[src/include/cbl_pkg.sv]
package cbl_pkg;

    // operand source of a bit instruction
    typedef enum logic [2:0] {
        CBL_SRC_SADDR = 3'h0,
        CBL_SRC_SFR   = 3'h1,
        CBL_SRC_ACC   = 3'h2,
        CBL_SRC_PSW   = 3'h3,
        CBL_SRC_HL    = 3'h4,
        CBL_SRC_CY    = 3'h5
    } cbl_src_t;

    // operation performed
    typedef enum logic [2:0] {
        CBL_OP_AND = 3'h0,
        CBL_OP_OR  = 3'h1,
        CBL_OP_XOR = 3'h2,
        CBL_OP_SET = 3'h3,
        CBL_OP_CLR = 3'h4,
        CBL_OP_NOT = 3'h5
    } cbl_op_t;

    typedef struct packed {
        cbl_op_t  op;
        cbl_src_t src;
        logic     hs_ram;
        logic [2:0] bit_sel;
        logic [7:0] operand;
    } cbl_req_t;

    typedef struct packed {
        logic [2:0] bytes;
        logic [3:0] cycles;
    } cbl_timing_t;

    localparam logic [2:0] CBL_BYTES_1 = 3'h1;
    localparam logic [2:0] CBL_BYTES_2 = 3'h2;
    localparam logic [2:0] CBL_BYTES_3 = 3'h3;
    localparam logic [3:0] CBL_CYC_2   = 4'h2;
    localparam logic [3:0] CBL_CYC_4   = 4'h4;
    localparam logic [3:0] CBL_CYC_6   = 4'h6;
    localparam logic [3:0] CBL_CYC_7   = 4'h7;
    localparam logic [3:0] CBL_CYC_8   = 4'h8;
    localparam logic       CBL_CY_RST  = 1'b0;
    localparam logic [7:0] CBL_BYTE_RST = 8'h00;

endpackage : cbl_pkg

[src/verilog/cbl_alu.sv]
`timescale 1ns/1ps
module cbl_alu (
    input  wire cbl_pkg::cbl_req_t req_i,     // decoded instruction
    input  wire logic              cy_i,      // current carry
    output logic                   cy_o,      // new carry
    output logic [7:0]             byte_o,    // operand with bit forced
    output logic                   wr_o       // operand byte is written back
);
    logic sel_bit;
    always_comb begin
        sel_bit = req_i.operand[req_i.bit_sel];
        cy_o    = cy_i;
        byte_o  = req_i.operand;
        wr_o    = 1'b0;
        unique case (req_i.op)
            cbl_pkg::CBL_OP_AND: cy_o = cy_i & sel_bit;
            cbl_pkg::CBL_OP_OR:  cy_o = cy_i | sel_bit;
            cbl_pkg::CBL_OP_XOR: cy_o = cy_i ^ sel_bit;
            cbl_pkg::CBL_OP_NOT: cy_o = ~cy_i;
            cbl_pkg::CBL_OP_SET: begin
                if (req_i.src == cbl_pkg::CBL_SRC_CY) begin
                    cy_o = 1'b1;
                end else begin
                    byte_o[req_i.bit_sel] = 1'b1;
                    wr_o = 1'b1;
                end
            end
            default: begin
                if (req_i.src == cbl_pkg::CBL_SRC_CY) begin
                    cy_o = 1'b0;
                end else begin
                    byte_o[req_i.bit_sel] = 1'b0;
                    wr_o = 1'b1;
                end
            end
        endcase
    end
endmodule : cbl_alu

[src/verilog/cbl_core.sv]
`timescale 1ns/1ps
// Function
// - carry-AND with short-direct bit; 3 bytes, 6 cycles high-speed RAM, else 7.
// - carry-OR with operand bit; lengths and cycles as the AND form.
// - carry-XOR with operand bit; lengths and cycles as the AND form.
// - special-register bit form: 3 bytes, 7 cycles, no fast variant.
// - accumulator bit form: 2 bytes, 4 cycles.
// - status-word bit form: 3 bytes, 7 cycles.
// - pointer-addressed bit form: 2 bytes, 6 cycles fast RAM, else 7.
// - shorter count for high-speed RAM or no data access.
// - longer count when the operand lies outside high-speed RAM.
// - one counted cycle equals one cpu clock edge with cpu_en_i high.
// - counts hold for code fetched from internal ROM.
module cbl_core (
    input  wire logic              clk_i,       // cpu clock
    input  wire logic              sys_rst_i,   // async reset, active high
    input  wire logic              cpu_en_i,    // one-cycle cpu clock enable
    input  wire logic              start_i,     // issue instruction, pulse
    input  wire cbl_pkg::cbl_req_t req_i,       // decoded instruction
    output logic                   busy_o,      // executing
    output logic                   done_o,      // last cycle pulse
    output logic                   carry_o,     // carry flag
    output logic [7:0]             wr_data_o,   // byte to write back
    output logic                   wr_en_o,     // write-back pulse
    output logic [2:0]             bytes_o,     // length of last instruction
    output logic [3:0]             cycles_o     // cycles of last instruction
);
    typedef enum logic [0:0] {
        CBL_IDLE = 1'b0,
        CBL_EXEC = 1'b1
    } cbl_state_t;

    cbl_state_t           state_q;
    cbl_pkg::cbl_req_t    req_q;
    cbl_pkg::cbl_timing_t tim;
    cbl_pkg::cbl_timing_t tim_q;
    logic [3:0]           cnt_q;
    logic                 cy_n;
    logic [7:0]           byte_n;
    logic                 wr_n;

    cbl_timing u_timing (
        .req_i    (req_i),
        .timing_o (tim)
    );

    // result computed from latched instruction so the carry is sampled at completion
    cbl_alu u_alu (
        .req_i  (req_q),
        .cy_i   (carry_o),
        .cy_o   (cy_n),
        .byte_o (byte_n),
        .wr_o   (wr_n)
    );

    // starts are ignored while busy; counts assume code in internal ROM
    always_ff @(posedge clk_i or posedge sys_rst_i) begin
        if (sys_rst_i) begin
            state_q <= CBL_IDLE;
            cnt_q   <= 4'h0;
        end else if (cpu_en_i) begin
            unique case (state_q)
                CBL_IDLE: begin
                    if (start_i) begin
                        state_q <= CBL_EXEC;
                        cnt_q   <= tim.cycles - 4'h1;
                    end
                end
                CBL_EXEC: begin
                    if (cnt_q == 4'h1) begin
                        state_q <= CBL_IDLE;
                    end
                    cnt_q <= cnt_q - 4'h1;
                end
            endcase
        end
    end

    always_ff @(posedge clk_i or posedge sys_rst_i) begin
        if (sys_rst_i) begin
            req_q    <= '0;
            tim_q    <= '0;
            bytes_o  <= 3'h0;
            cycles_o <= 4'h0;
        end else if (cpu_en_i && state_q == CBL_IDLE && start_i) begin
            req_q    <= req_i;
            tim_q    <= tim;
            bytes_o  <= tim.bytes;
            cycles_o <= tim.cycles;
        end
    end

    wire fin = cpu_en_i && state_q == CBL_EXEC && cnt_q == 4'h1;

    always_ff @(posedge clk_i or posedge sys_rst_i) begin
        if (sys_rst_i) begin
            carry_o   <= cbl_pkg::CBL_CY_RST;
            wr_data_o <= cbl_pkg::CBL_BYTE_RST;
            wr_en_o   <= 1'b0;
            done_o    <= 1'b0;
            busy_o    <= 1'b0;
        end else begin
            done_o  <= fin;
            wr_en_o <= fin & wr_n;
            if (fin) begin
                carry_o   <= cy_n;
                wr_data_o <= byte_n;
            end
            if (cpu_en_i && state_q == CBL_IDLE && start_i) begin
                busy_o <= 1'b1;
            end else if (fin) begin
                busy_o <= 1'b0;
            end
        end
    end
endmodule : cbl_core

[src/verilog/cbl_timing.sv]
`timescale 1ns/1ps
module cbl_timing (
    input  wire cbl_pkg::cbl_req_t    req_i,     // decoded instruction
    output cbl_pkg::cbl_timing_t      timing_o   // byte length and cycles
);
    always_comb begin
        timing_o.bytes  = cbl_pkg::CBL_BYTES_3;
        timing_o.cycles = cbl_pkg::CBL_CYC_7;
        if (req_i.op == cbl_pkg::CBL_OP_SET || req_i.op == cbl_pkg::CBL_OP_CLR) begin
            unique case (req_i.src)
                cbl_pkg::CBL_SRC_SADDR: begin
                    timing_o.bytes  = cbl_pkg::CBL_BYTES_2;
                    timing_o.cycles = req_i.hs_ram ? cbl_pkg::CBL_CYC_4 : cbl_pkg::CBL_CYC_6;
                end
                cbl_pkg::CBL_SRC_SFR: begin
                    timing_o.bytes  = cbl_pkg::CBL_BYTES_3;
                    timing_o.cycles = cbl_pkg::CBL_CYC_8;
                end
                cbl_pkg::CBL_SRC_ACC: begin
                    timing_o.bytes  = cbl_pkg::CBL_BYTES_2;
                    timing_o.cycles = cbl_pkg::CBL_CYC_4;
                end
                cbl_pkg::CBL_SRC_PSW: begin
                    timing_o.bytes  = cbl_pkg::CBL_BYTES_2;
                    timing_o.cycles = cbl_pkg::CBL_CYC_6;
                end
                cbl_pkg::CBL_SRC_HL: begin
                    timing_o.bytes  = cbl_pkg::CBL_BYTES_2;
                    timing_o.cycles = req_i.hs_ram ? cbl_pkg::CBL_CYC_6 : cbl_pkg::CBL_CYC_8;
                end
                default: begin
                    timing_o.bytes  = cbl_pkg::CBL_BYTES_1;
                    timing_o.cycles = cbl_pkg::CBL_CYC_2;
                end
            endcase
        end else if (req_i.op == cbl_pkg::CBL_OP_NOT || req_i.src == cbl_pkg::CBL_SRC_CY) begin
            timing_o.bytes  = cbl_pkg::CBL_BYTES_1;
            timing_o.cycles = cbl_pkg::CBL_CYC_2;
        end else begin
            unique case (req_i.src)
                cbl_pkg::CBL_SRC_SADDR: begin
                    timing_o.bytes  = cbl_pkg::CBL_BYTES_3;
                    timing_o.cycles = req_i.hs_ram ? cbl_pkg::CBL_CYC_6
                                                   : cbl_pkg::CBL_CYC_7;
                end
                cbl_pkg::CBL_SRC_SFR: begin
                    timing_o.bytes  = cbl_pkg::CBL_BYTES_3;
                    timing_o.cycles = cbl_pkg::CBL_CYC_7;
                end
                cbl_pkg::CBL_SRC_ACC: begin
                    timing_o.bytes  = cbl_pkg::CBL_BYTES_2;
                    timing_o.cycles = cbl_pkg::CBL_CYC_4;
                end
                cbl_pkg::CBL_SRC_PSW: begin
                    timing_o.bytes  = cbl_pkg::CBL_BYTES_3;
                    timing_o.cycles = cbl_pkg::CBL_CYC_7;
                end
                default: begin
                    timing_o.bytes  = cbl_pkg::CBL_BYTES_2;
                    timing_o.cycles = req_i.hs_ram ? cbl_pkg::CBL_CYC_6
                                                   : cbl_pkg::CBL_CYC_7;
                end
            endcase
        end
    end
endmodule : cbl_timing
[config.mk]
export PLATFORM = sky130hd
export DESIGN_NAME = cbl_core
export DESIGN_NICKNAME = d
export VERILOG_FILES = /design/src/include/cbl_pkg.sv /design/src/verilog/cbl_alu.sv /design/src/verilog/cbl_core.sv /design/src/verilog/cbl_timing.sv
export SDC_FILE = /design/constraint.sdc
export NUM_CORES = 1
export LEC_CHECK = 0
export ABC_AREA = 0
export BUFFER_PORTS_ARGS = -buffer_cell sky130_fd_sc_hd__buf_4
export CAP_MARGIN = 10
export CORE_MARGIN = 5
export CORE_UTILIZATION = 55
export CTS_CLUSTER_DIAMETER = 150
export CTS_CLUSTER_SIZE = 14
export DETAILED_ROUTE_END_ITERATION = 12
export PLACE_DENSITY = 0.89
export SYNTH_ARGS = -nofsm -noshare
export SYNTH_HDL_FRONTEND = slang
export SYNTH_SLANG_ARGS = --single-unit
[constraint.sdc]
create_clock -name clk_i -period 2.5 [get_ports clk_i]
set_clock_uncertainty 0.1 [all_clocks]
set_input_delay 0.375 -clock clk_i [delete_from_list [all_inputs] [get_ports clk_i]]
set_output_delay 0.375 -clock clk_i [all_outputs]
set_load 0.05 [all_outputs]
==> reports/summary.md, run 1 <==
The run finished with clean final reports. The maximum clock rate was 451.8 MHz; the power density over cell area was 1271 nW/um^2. The number of buffers and inverters on the critical path is 0. The tools report the violation count after the first detailed-routing iteration as 144.

Summed over all cells, the static leakage comes to 1.219 nW. Via count of the routed design: 1907. In this design, the critical path's most frequently occurring cell is o21ai_0. CTS built an H-tree with a depth of 2.

For the CTS buffer count, the log shows 5. The total area of multi-input combinational cells came out at 1040 sq um. After layout, the worst setup slack is 0.2864 ns. The cell sitting at the root of the clock tree is a clkbuf_8. For this configuration, the core starts out at a cell density of 57.95%.

Traced cell by cell, the critical path runs through nor2b_1, and2_0, o21ai_0, and3_1, ha_1, nor3b_1, o32ai_1, o21ai_0, a31oi_1. The synthesized design contains 0 enable-type register cells. The largest voltage drop on the vdd net was 0.8563 mV. The path depth of the worst reg2reg path works out to 9. The total global routing track utilization was 19.14%. Pin count of the biggest net entering global routing: 41. The count of nets left with antenna violations once routing finished came out at 0. In the synthesized netlist the async set-or-reset flop fraction comes to 100.0%. The synthesized design contains 40 register bits. The fraction of the cycle the final worst path needs is 88.54%. The slew at the pin closest to its max-slew limit is 0.7973 ns, and the number of top-level design ports is 41. The die width is 72.81 um. STA classifies the critical path startpoint as a flop. The worst relative slew slack is 46.10%, and the data arrival at the endpoint of the critical path is 2.28 ns. Post-CTS timing repair inserted 0 buffers for setup. For flop-to-flop paths, the worst setup slack is 0.29 ns. The logs give 1002 sq um for the area taken by flip-flops and latches and 0.9683 for the global placer's final weighted congestion.

In this run the biggest area consumer among cell types represents 46.14% of the synthesized area. The global-route wire length before repair was 7.962 mm. Among all flip-flop cells after synthesis, the most frequent one is dfrtp_1. Final antenna diode count: 0. Buffer levels on the longest clock path: 2.

TritonCTS built the clock tree. The largest delay contributor family on the critical path is simple AND/OR/NAND/NOR gates. The critical path is of the reg2reg type.

The ratio of routed vias to standard cells was 5.710; the post-placement setup slack was 0.09471 ns. Fill cells in the final layout number 326. After synthesis, the netlist uses 49 different library cells.

The core region is 3744 sq um. The average wire per standard cell works out to 14.75 um. The worst register-to-register path ends at carry_o.

The final HPWL from detailed placement came out at 3.660 mm. For this block, the routed nets add up to 4.926 mm of wire. The run gives 2.57 ns as the data required time at the worst endpoint. The synthesized area per cell is 8.678 sq um, and the highest fanout seen on the critical path is 14. For the floorplan row count, the log shows 22. Yosys attributes the largest share of cell area to dfrtp_1, nand2_1, o21ai_0. The first TritonRoute pass finished after 4 iterations. The total placed instance area is 2469 sq um, and the final total negative setup slack is 0 ns. Of the cells placed in the final design, the portion with a size suffix greater than 1 is 19.93%.

For this run, the number of Yosys warnings is 0. The floorplan die height is 72.81 um. The number of global-route vias before repair was 1795; the total congestion overflow was 0. The number of antenna violations at the first check in global routing was 0.

In this run the cell area of the synthesized design comes to 2170 sq um. The critical-path cell with the highest stage delay was dfrtp_1. The final-report setup violation count came out at 0.

The quantity of I/O buffers inserted on ports came out at 39. Setup repair after global routing left no endpoint under its margin. The worst hold path belongs to the class in2async. Synthesis handed over a netlist of 250 instances. When the netlist entered floorplanning its net count stood at 277.

Clock-pin slew was measured on the worst setup and hold paths at 0.07 ns. Relative to the synthesized area, the layout overhead comes to 17.99%. After routing the design area is 2560 sq um. STA classifies the critical path endpoint as a flop. The run gives 0 as the count of endpoints failing hold in the final timing report. The final number of max-transition violations came out at 0. Measured on the finished design, the core utilization comes to 68.38%. For this run, design rule violations remaining after detail routing come to 0. The cell type contributing the most total cell area after synthesis was dfrtp_1. The die outline area is 5301 sq um, and the highest cell delay on the worst timing path is 0.56 ns. The tools report the CTS sink count as 40.

The post-synthesis sequential area ratio came out at 46.14%. For the worst-skew pair, the clock arrives at the later sink with an insertion delay of 0.29 ns. For this run, the post-layout net count is 312. The max-cap check violation count was 0; the clock period minus final worst setup slack was 2.214 ns. The launch instance of the worst register-to-register path was req_q[10].

The completed layout was analyzed and its total power is 3.255 mW.
[flip-flops by register name, indices dropped and copies added, names as in the netlist, 2 cells and up]
name / flops
wr_data_o: 8
req_q: 17
bytes_o: 2
cnt_q: 4
cycles_o: 4
[synth_stat cells, drive strengths merged, types with 3 or more instances]
| master | instances |
|---|---|
| ha | 5 |
| nor2b | 4 |
| clkbuf | 6 |
| inv | 12 |
| nand2b | 5 |
| nor2 | 16 |
| nand3 | 5 |
| buf | 9 |
| a22o | 3 |
| a21oi | 6 |
| mux2i | 6 |
| nand2 | 61 |
| a31oi | 13 |
| o21ai | 24 |
| dfrtp | 40 |
[layer usage]
| layer | GRT usage, % | vias to the layer above | wire length (um) |
|---|---|---|---|
| li1 | - | 931 | - |
| met1 | 25.13 | 888 | 2105 |
| met2 | 30.36 | 73 | 2373 |
| met3 | 3.581 | 15 | 329 |
| met4 | 9.221 | 0 | 117 |
| met5 | 0 | - | 0 |
[worst min-delay path, cell delays in order]
cell and delay [ns]:
buf_4 0.10, inv_1 0.04, buf_4 0.42
[worst max-delay path by stage]
stage | from | end | slack (ns) | cells past startpoint
detailed placement | req_i[16] | cnt_q[2] | 0.09 | 8
global route | req_q[10] | carry_o | 0.02 | 9
finish | req_q[10] | carry_o | 0.29 | 9
CTS | req_q[9] | carry_o | 0.20 | 9
floorplan | req_i[16] | cnt_q[2] | 0.37 | 7
global placement | req_i[16] | cnt_q[2] | 0.21 | 8
[cell type report]
type	count	area share (%)
multi-input combinational	183	40.62
sequential	40	39.15
inverter	12	1.760
timing repair buffer	43	12.61
tap	48	2.346
clock buffer	8	3.519
[cells by family (layout without fill, tap and decap cells)]
logic type                 count (synthesis)  in the layout  share of synthesized area (%)
AOI/OAI and AO/OA                         59             59                          17.65
adders and majority gates                  5              5                          2.884
buffers and inverters                     27             63                          5.940
DFF                                       40             40                          46.14
muxes                                      7              7                          3.287
other                                      1              1                         0.1728
and+or+nand+nor                          111            111                          23.93
[where the power goes]
| group | total [mW] | switching [mW] | leakage, nW | internal, mW |
|---|---|---|---|---|
| logic | 1.53 | 0.963 | 0.686 | 0.570 |
| clock network | 0.435 | 0.210 | 0.0455 | 0.225 |
| registers | 1.29 | 0.333 | 0.488 | 0.953 |
[cell usage in the layout, fill, tap and decap left out, types with 2 or more instances in the layout]
master and n:
nand2_1 61, buf_4 43, dfrtp_1 39, o21ai_0 22, nor2_1 16, a31oi_1 13, inv_1 12, a21oi_1 6
mux2i_1 6, clkbuf_8 6, nand2b_1 5, nand3_1 5, ha_1 5, nor2b_1 4, a22o_1 3, nand3b_1 2
nor3_1 2, o21ai_1 2, or3_1 2, and3_1 2, o31ai_1 2, clkbuf_1 2
[per-stage QoR]
step / hold slack (ns) / std cells
finish: 0.1089 / 334
global route: 0.1643 / 334
detailed placement: 0.3688 / 326
floorplan: 0.3536 / 250
CTS: 0.1169 / 334
global placement: 0.3639 / 326
[timing repair]
| item | CTS | global route |
|---|---|---|
| hold buffers | 0 | 0 |
| gates resized for setup | 0 | 1 |
| endpoints found under the setup margin | 0 | 1 |
No activity file was read; power rests on OpenSTA's default activity.
==> run 2: changes to the inputs <==
CORE_UTILIZATION = 50   (was 55)
PLACE_DENSITY = 0.86   (was 0.89)
RECOVER_POWER = 100   (was default)
SLEW_MARGIN = 20   (was default)
clock period = 1.95 ns   (was 2.5 ns; I/O delays follow)
==> run 2 against run 1 <==
Compared with the run above:
- the flow now finishes with violations (negative setup slack)
- worst hold slack worse by 0.026 ns
- first-iteration DRC count is 9.7% higher
- register-to-register slack worse by 0.39 ns
- clock power is 34% higher
- die area is 8.6% higher
- setup slack worse by 0.39 ns
- sequential share of layout area is 2.0 points lower
- core utilization is 5.6 points lower
- non-clock buffer count is 24 higher
- clock-buffer cell count is 1 lower
- wire length is 5.6% higher
- power is 31% higher
- largest cell class unchanged
==> reports/summary.md, run 2 (synthesis gave the netlist of run 1 again) <==
The CTS sink count came out at 40 (unchanged). Total congestion overflow: 0 (unchanged). The count of endpoints failing hold in the final timing report came out at 0 (unchanged).

The maximum level of the CTS H-tree is 2 (unchanged). The root buffer cell was clkbuf_8. For the number of iterations in the first detailed-routing pass, the log shows 4 (unchanged). The flip-flop count of the largest register after layout is 17 (unchanged), and the global-route wire length before repair is 8.583 mm (+7.8%). The power density over cell area was 1580 nW/um^2 (+24%); the floorplan row count was 24 (+9.1%). The total area of multi-input combinational cells is 1060 sq um (+1.9%).

Detailed-route wire length: 5.201 mm (+5.6%). The type of element launching the critical path is a flop. The ratio of routed vias to standard cells was 5.481 (-4.0%). The number of top-level design ports was 41 (unchanged).

The leading cell type in the layout, fill and taps excluded is nand2_1. The quantity of I/O buffers inserted on ports came out at 39 (unchanged). The clock latency of the later-clocked register in the worst-skew pair came out at 0.29 ns (about the same). req_q holds more flip-flops than any other register. The final number of max-transition violations was 0 (unchanged).

The slew at the pin closest to its max-slew limit is 0.9914 ns (+0.1941 ns), and the total global routing track utilization is 19.64% (+0.50 points). The run gives 158 (+9.7%) as the violation count after the first detailed-routing iteration. The logs give 13.7% (+0.3 points) for the clock network power share and -0.1024 ns (-0.3888 ns) for the worst-case setup margin in the final layout. The via count of the routed design is 1984 (+4.0%). The fraction of final layout cells with drive strength greater than 1 is 20.65% (+0.72 points). The total placed instance area was 2659 sq um (+7.7%). In the layout the commonest cells are nand2_1, buf_4, dfrtp_1, o21ai_0, clkbuf_1. The area inside the core boundary is 4294 sq um (+15%). Worst relative slew slack: 33.90% (-12 points).

The area growth from synthesis to layout is 24.22%. The final-report setup violation count is 1 (+1), and the starting utilization of the core area is 50.52% (-7.4 points). The switching share of power came out at 46.93% (+0.63 points). TritonCTS built the clock tree. The die outline area is 5756 sq um (+8.6%), and the total non-filler cell area in the finished layout is 2695 sq um (+5.3%). The floorplan die height was 75.87 um (+4.2%); the fraction of the cycle the final worst path needs was 105.2% (+17 points).

For the post-placement setup slack, the log shows -0.2020 ns (-0.2967 ns). Setup repair after global routing could not meet its margin everywhere. For the data required time at the worst endpoint, the log shows 2.02 ns (-0.55 ns). The tightest min-delay check is of the in2reg type. The run gives 2.13 ns (-0.15 ns) as the data arrival at the endpoint of the critical path. The net switching power figure is 1.999 mW (+33%), and the clock transition time at the flip-flop clock pins of the worst setup and hold paths is 0.08 ns (about the same).

The number of global-route vias before repair was 1851 (+3.1%). The internal power is 2.260 mW (+29%), and the leakage power figure is 1.266 nW (+3.8%). The largest voltage drop on the vdd net is 0.7594 mV (-11%), and the clock period minus final worst setup slack is 2.052 ns (-0.1612 ns). In the final layout, the registers with the most flip-flops are req_q (17), wr_data_o (8). The worst setup path is captured at a flop. The global placer's final weighted congestion was 0.8227 (-15%). The run gives 0 (unchanged) as the max-cap check violation count. The final net count was 336 (+7.7%); the average wire per standard cell was 14.37 um (-2.6%). The number of routed nets with antenna violations is 0 (unchanged).

The tools report the maximum clock rate as 487.2 MHz (+7.9%). The buffer levels on the longest clock path came out at 2 (unchanged). For the number of antenna violations at the first check in global routing, the log shows 0 (unchanged). The setup path with the least slack is of type reg2reg. The tools report the area taken by flip-flops and latches as 1002 sq um (unchanged).

Final antenna diode count: 0 (unchanged). The checks that failed: negative setup slack. The total DRC errors in the routed layout came out at 0 (unchanged). The portion of total power attributed to combinational logic came out at 49.6% (+2.5 points). The fraction of power consumed by sequential logic is 36.7% (-2.8 points), and the number of fill cells in the layout is 376 (+15%). The tools report the final core utilization as 62.76% (-5.6 points).

The final HPWL from detailed placement is 3.717 mm (+1.6%), and the CTS buffer count is 5 (unchanged). The tools report the total design power as 4.259 mW (+31%). The run finished, with violations left. The pin count of the biggest net entering global routing was 41 (unchanged); the die width was 75.87 um (+4.2%).

The highest fanout seen on the critical path was 6 (-8).
-- run 2: what timing repair did --
item / in CTS / in global routing
buffers inserted: 0 / 2
setup endpoints to repair: 1 / 2
cloned: 0 / 0
pin swaps: 1 / 3
hold buffers: 0 / 0
gates resized for setup: 2 / 3
-- run 2: path summary, 6_finish.rpt --
path                             start           to  slack (ns)  cells past startpoint
max in group asynchronous    sys_rst_i     req_q[9]        0.88                      3
hold reg to reg            cycles_o[2]  cycles_o[2]        0.39                      2
hold / removal                req_i[6]     req_q[6]        0.08                      3
min in group asynchronous    sys_rst_i     cnt_q[3]        0.20                      3
setup reg to reg              req_q[9]      carry_o       -0.10                      8
setup / recovery              req_q[9]      carry_o       -0.10                      8
-- run 2: power by group through the flow --
stage | Clock (mW) | Sequential (mW) | Combinational [mW]
4_1_cts | 0.588 | 1.57 | 2.24
3_5_place_dp | 0 | 1.58 | 2.21
6_report | 0.584 | 1.56 | 2.11
3_3_place_gp | 0 | 1.56 | 2.14
5_1_grt | 0.614 | 1.62 | 2.34
2_1_floorplan | 0 | 2.04 | 1.02
-- run 2: area by class of cell --
cell class / instances / area share, %
multi-input cells: 183 / 39.32
well taps: 52 / 2.414
flip-flops and latches: 40 / 37.19
clock buffers: 7 / 3.203
inverters: 12 / 1.671
clock inverters: 1 / 0.2786
repair buffers: 67 / 15.92
-- run 2: layer usage --
metal / up-vias / track usage (%) / routed length [um]
met4: 0 / 7.961 / 110
met2: 45 / 31.84 / 2598
met1: 947 / 26.32 / 2282
met3: 11 / 2.770 / 210
met5: - / 0 / 0
li1: 981 / - / -
-- run 2: metrics by stage --
| step | hold WS, ns | setup TNS [ns] | std cells |
|---|---|---|---|
| final | 0.08312 | -0.1024 | 362 |
| after global routing | 0.07849 | -0.7076 | 362 |
| after CTS | 0.03714 | -0.08655 | 360 |
| after detailed placement | 0.3551 | -0.4038 | 352 |
| after global placement | 0.3426 | -0.2011 | 352 |
| after floorplan | 0.2979 | -0.03232 | 250 |
-- run 2: critical path, cell delays in order (launching register included) --
cell	delay [ns]
dfrtp_2	0.47
mux2i_1	0.14
or3_1	0.33
and3_1	0.16
ha_1	0.29
nor3b_2	0.17
o32ai_1	0.11
o21ai_1	0.09
a31oi_1	0.09
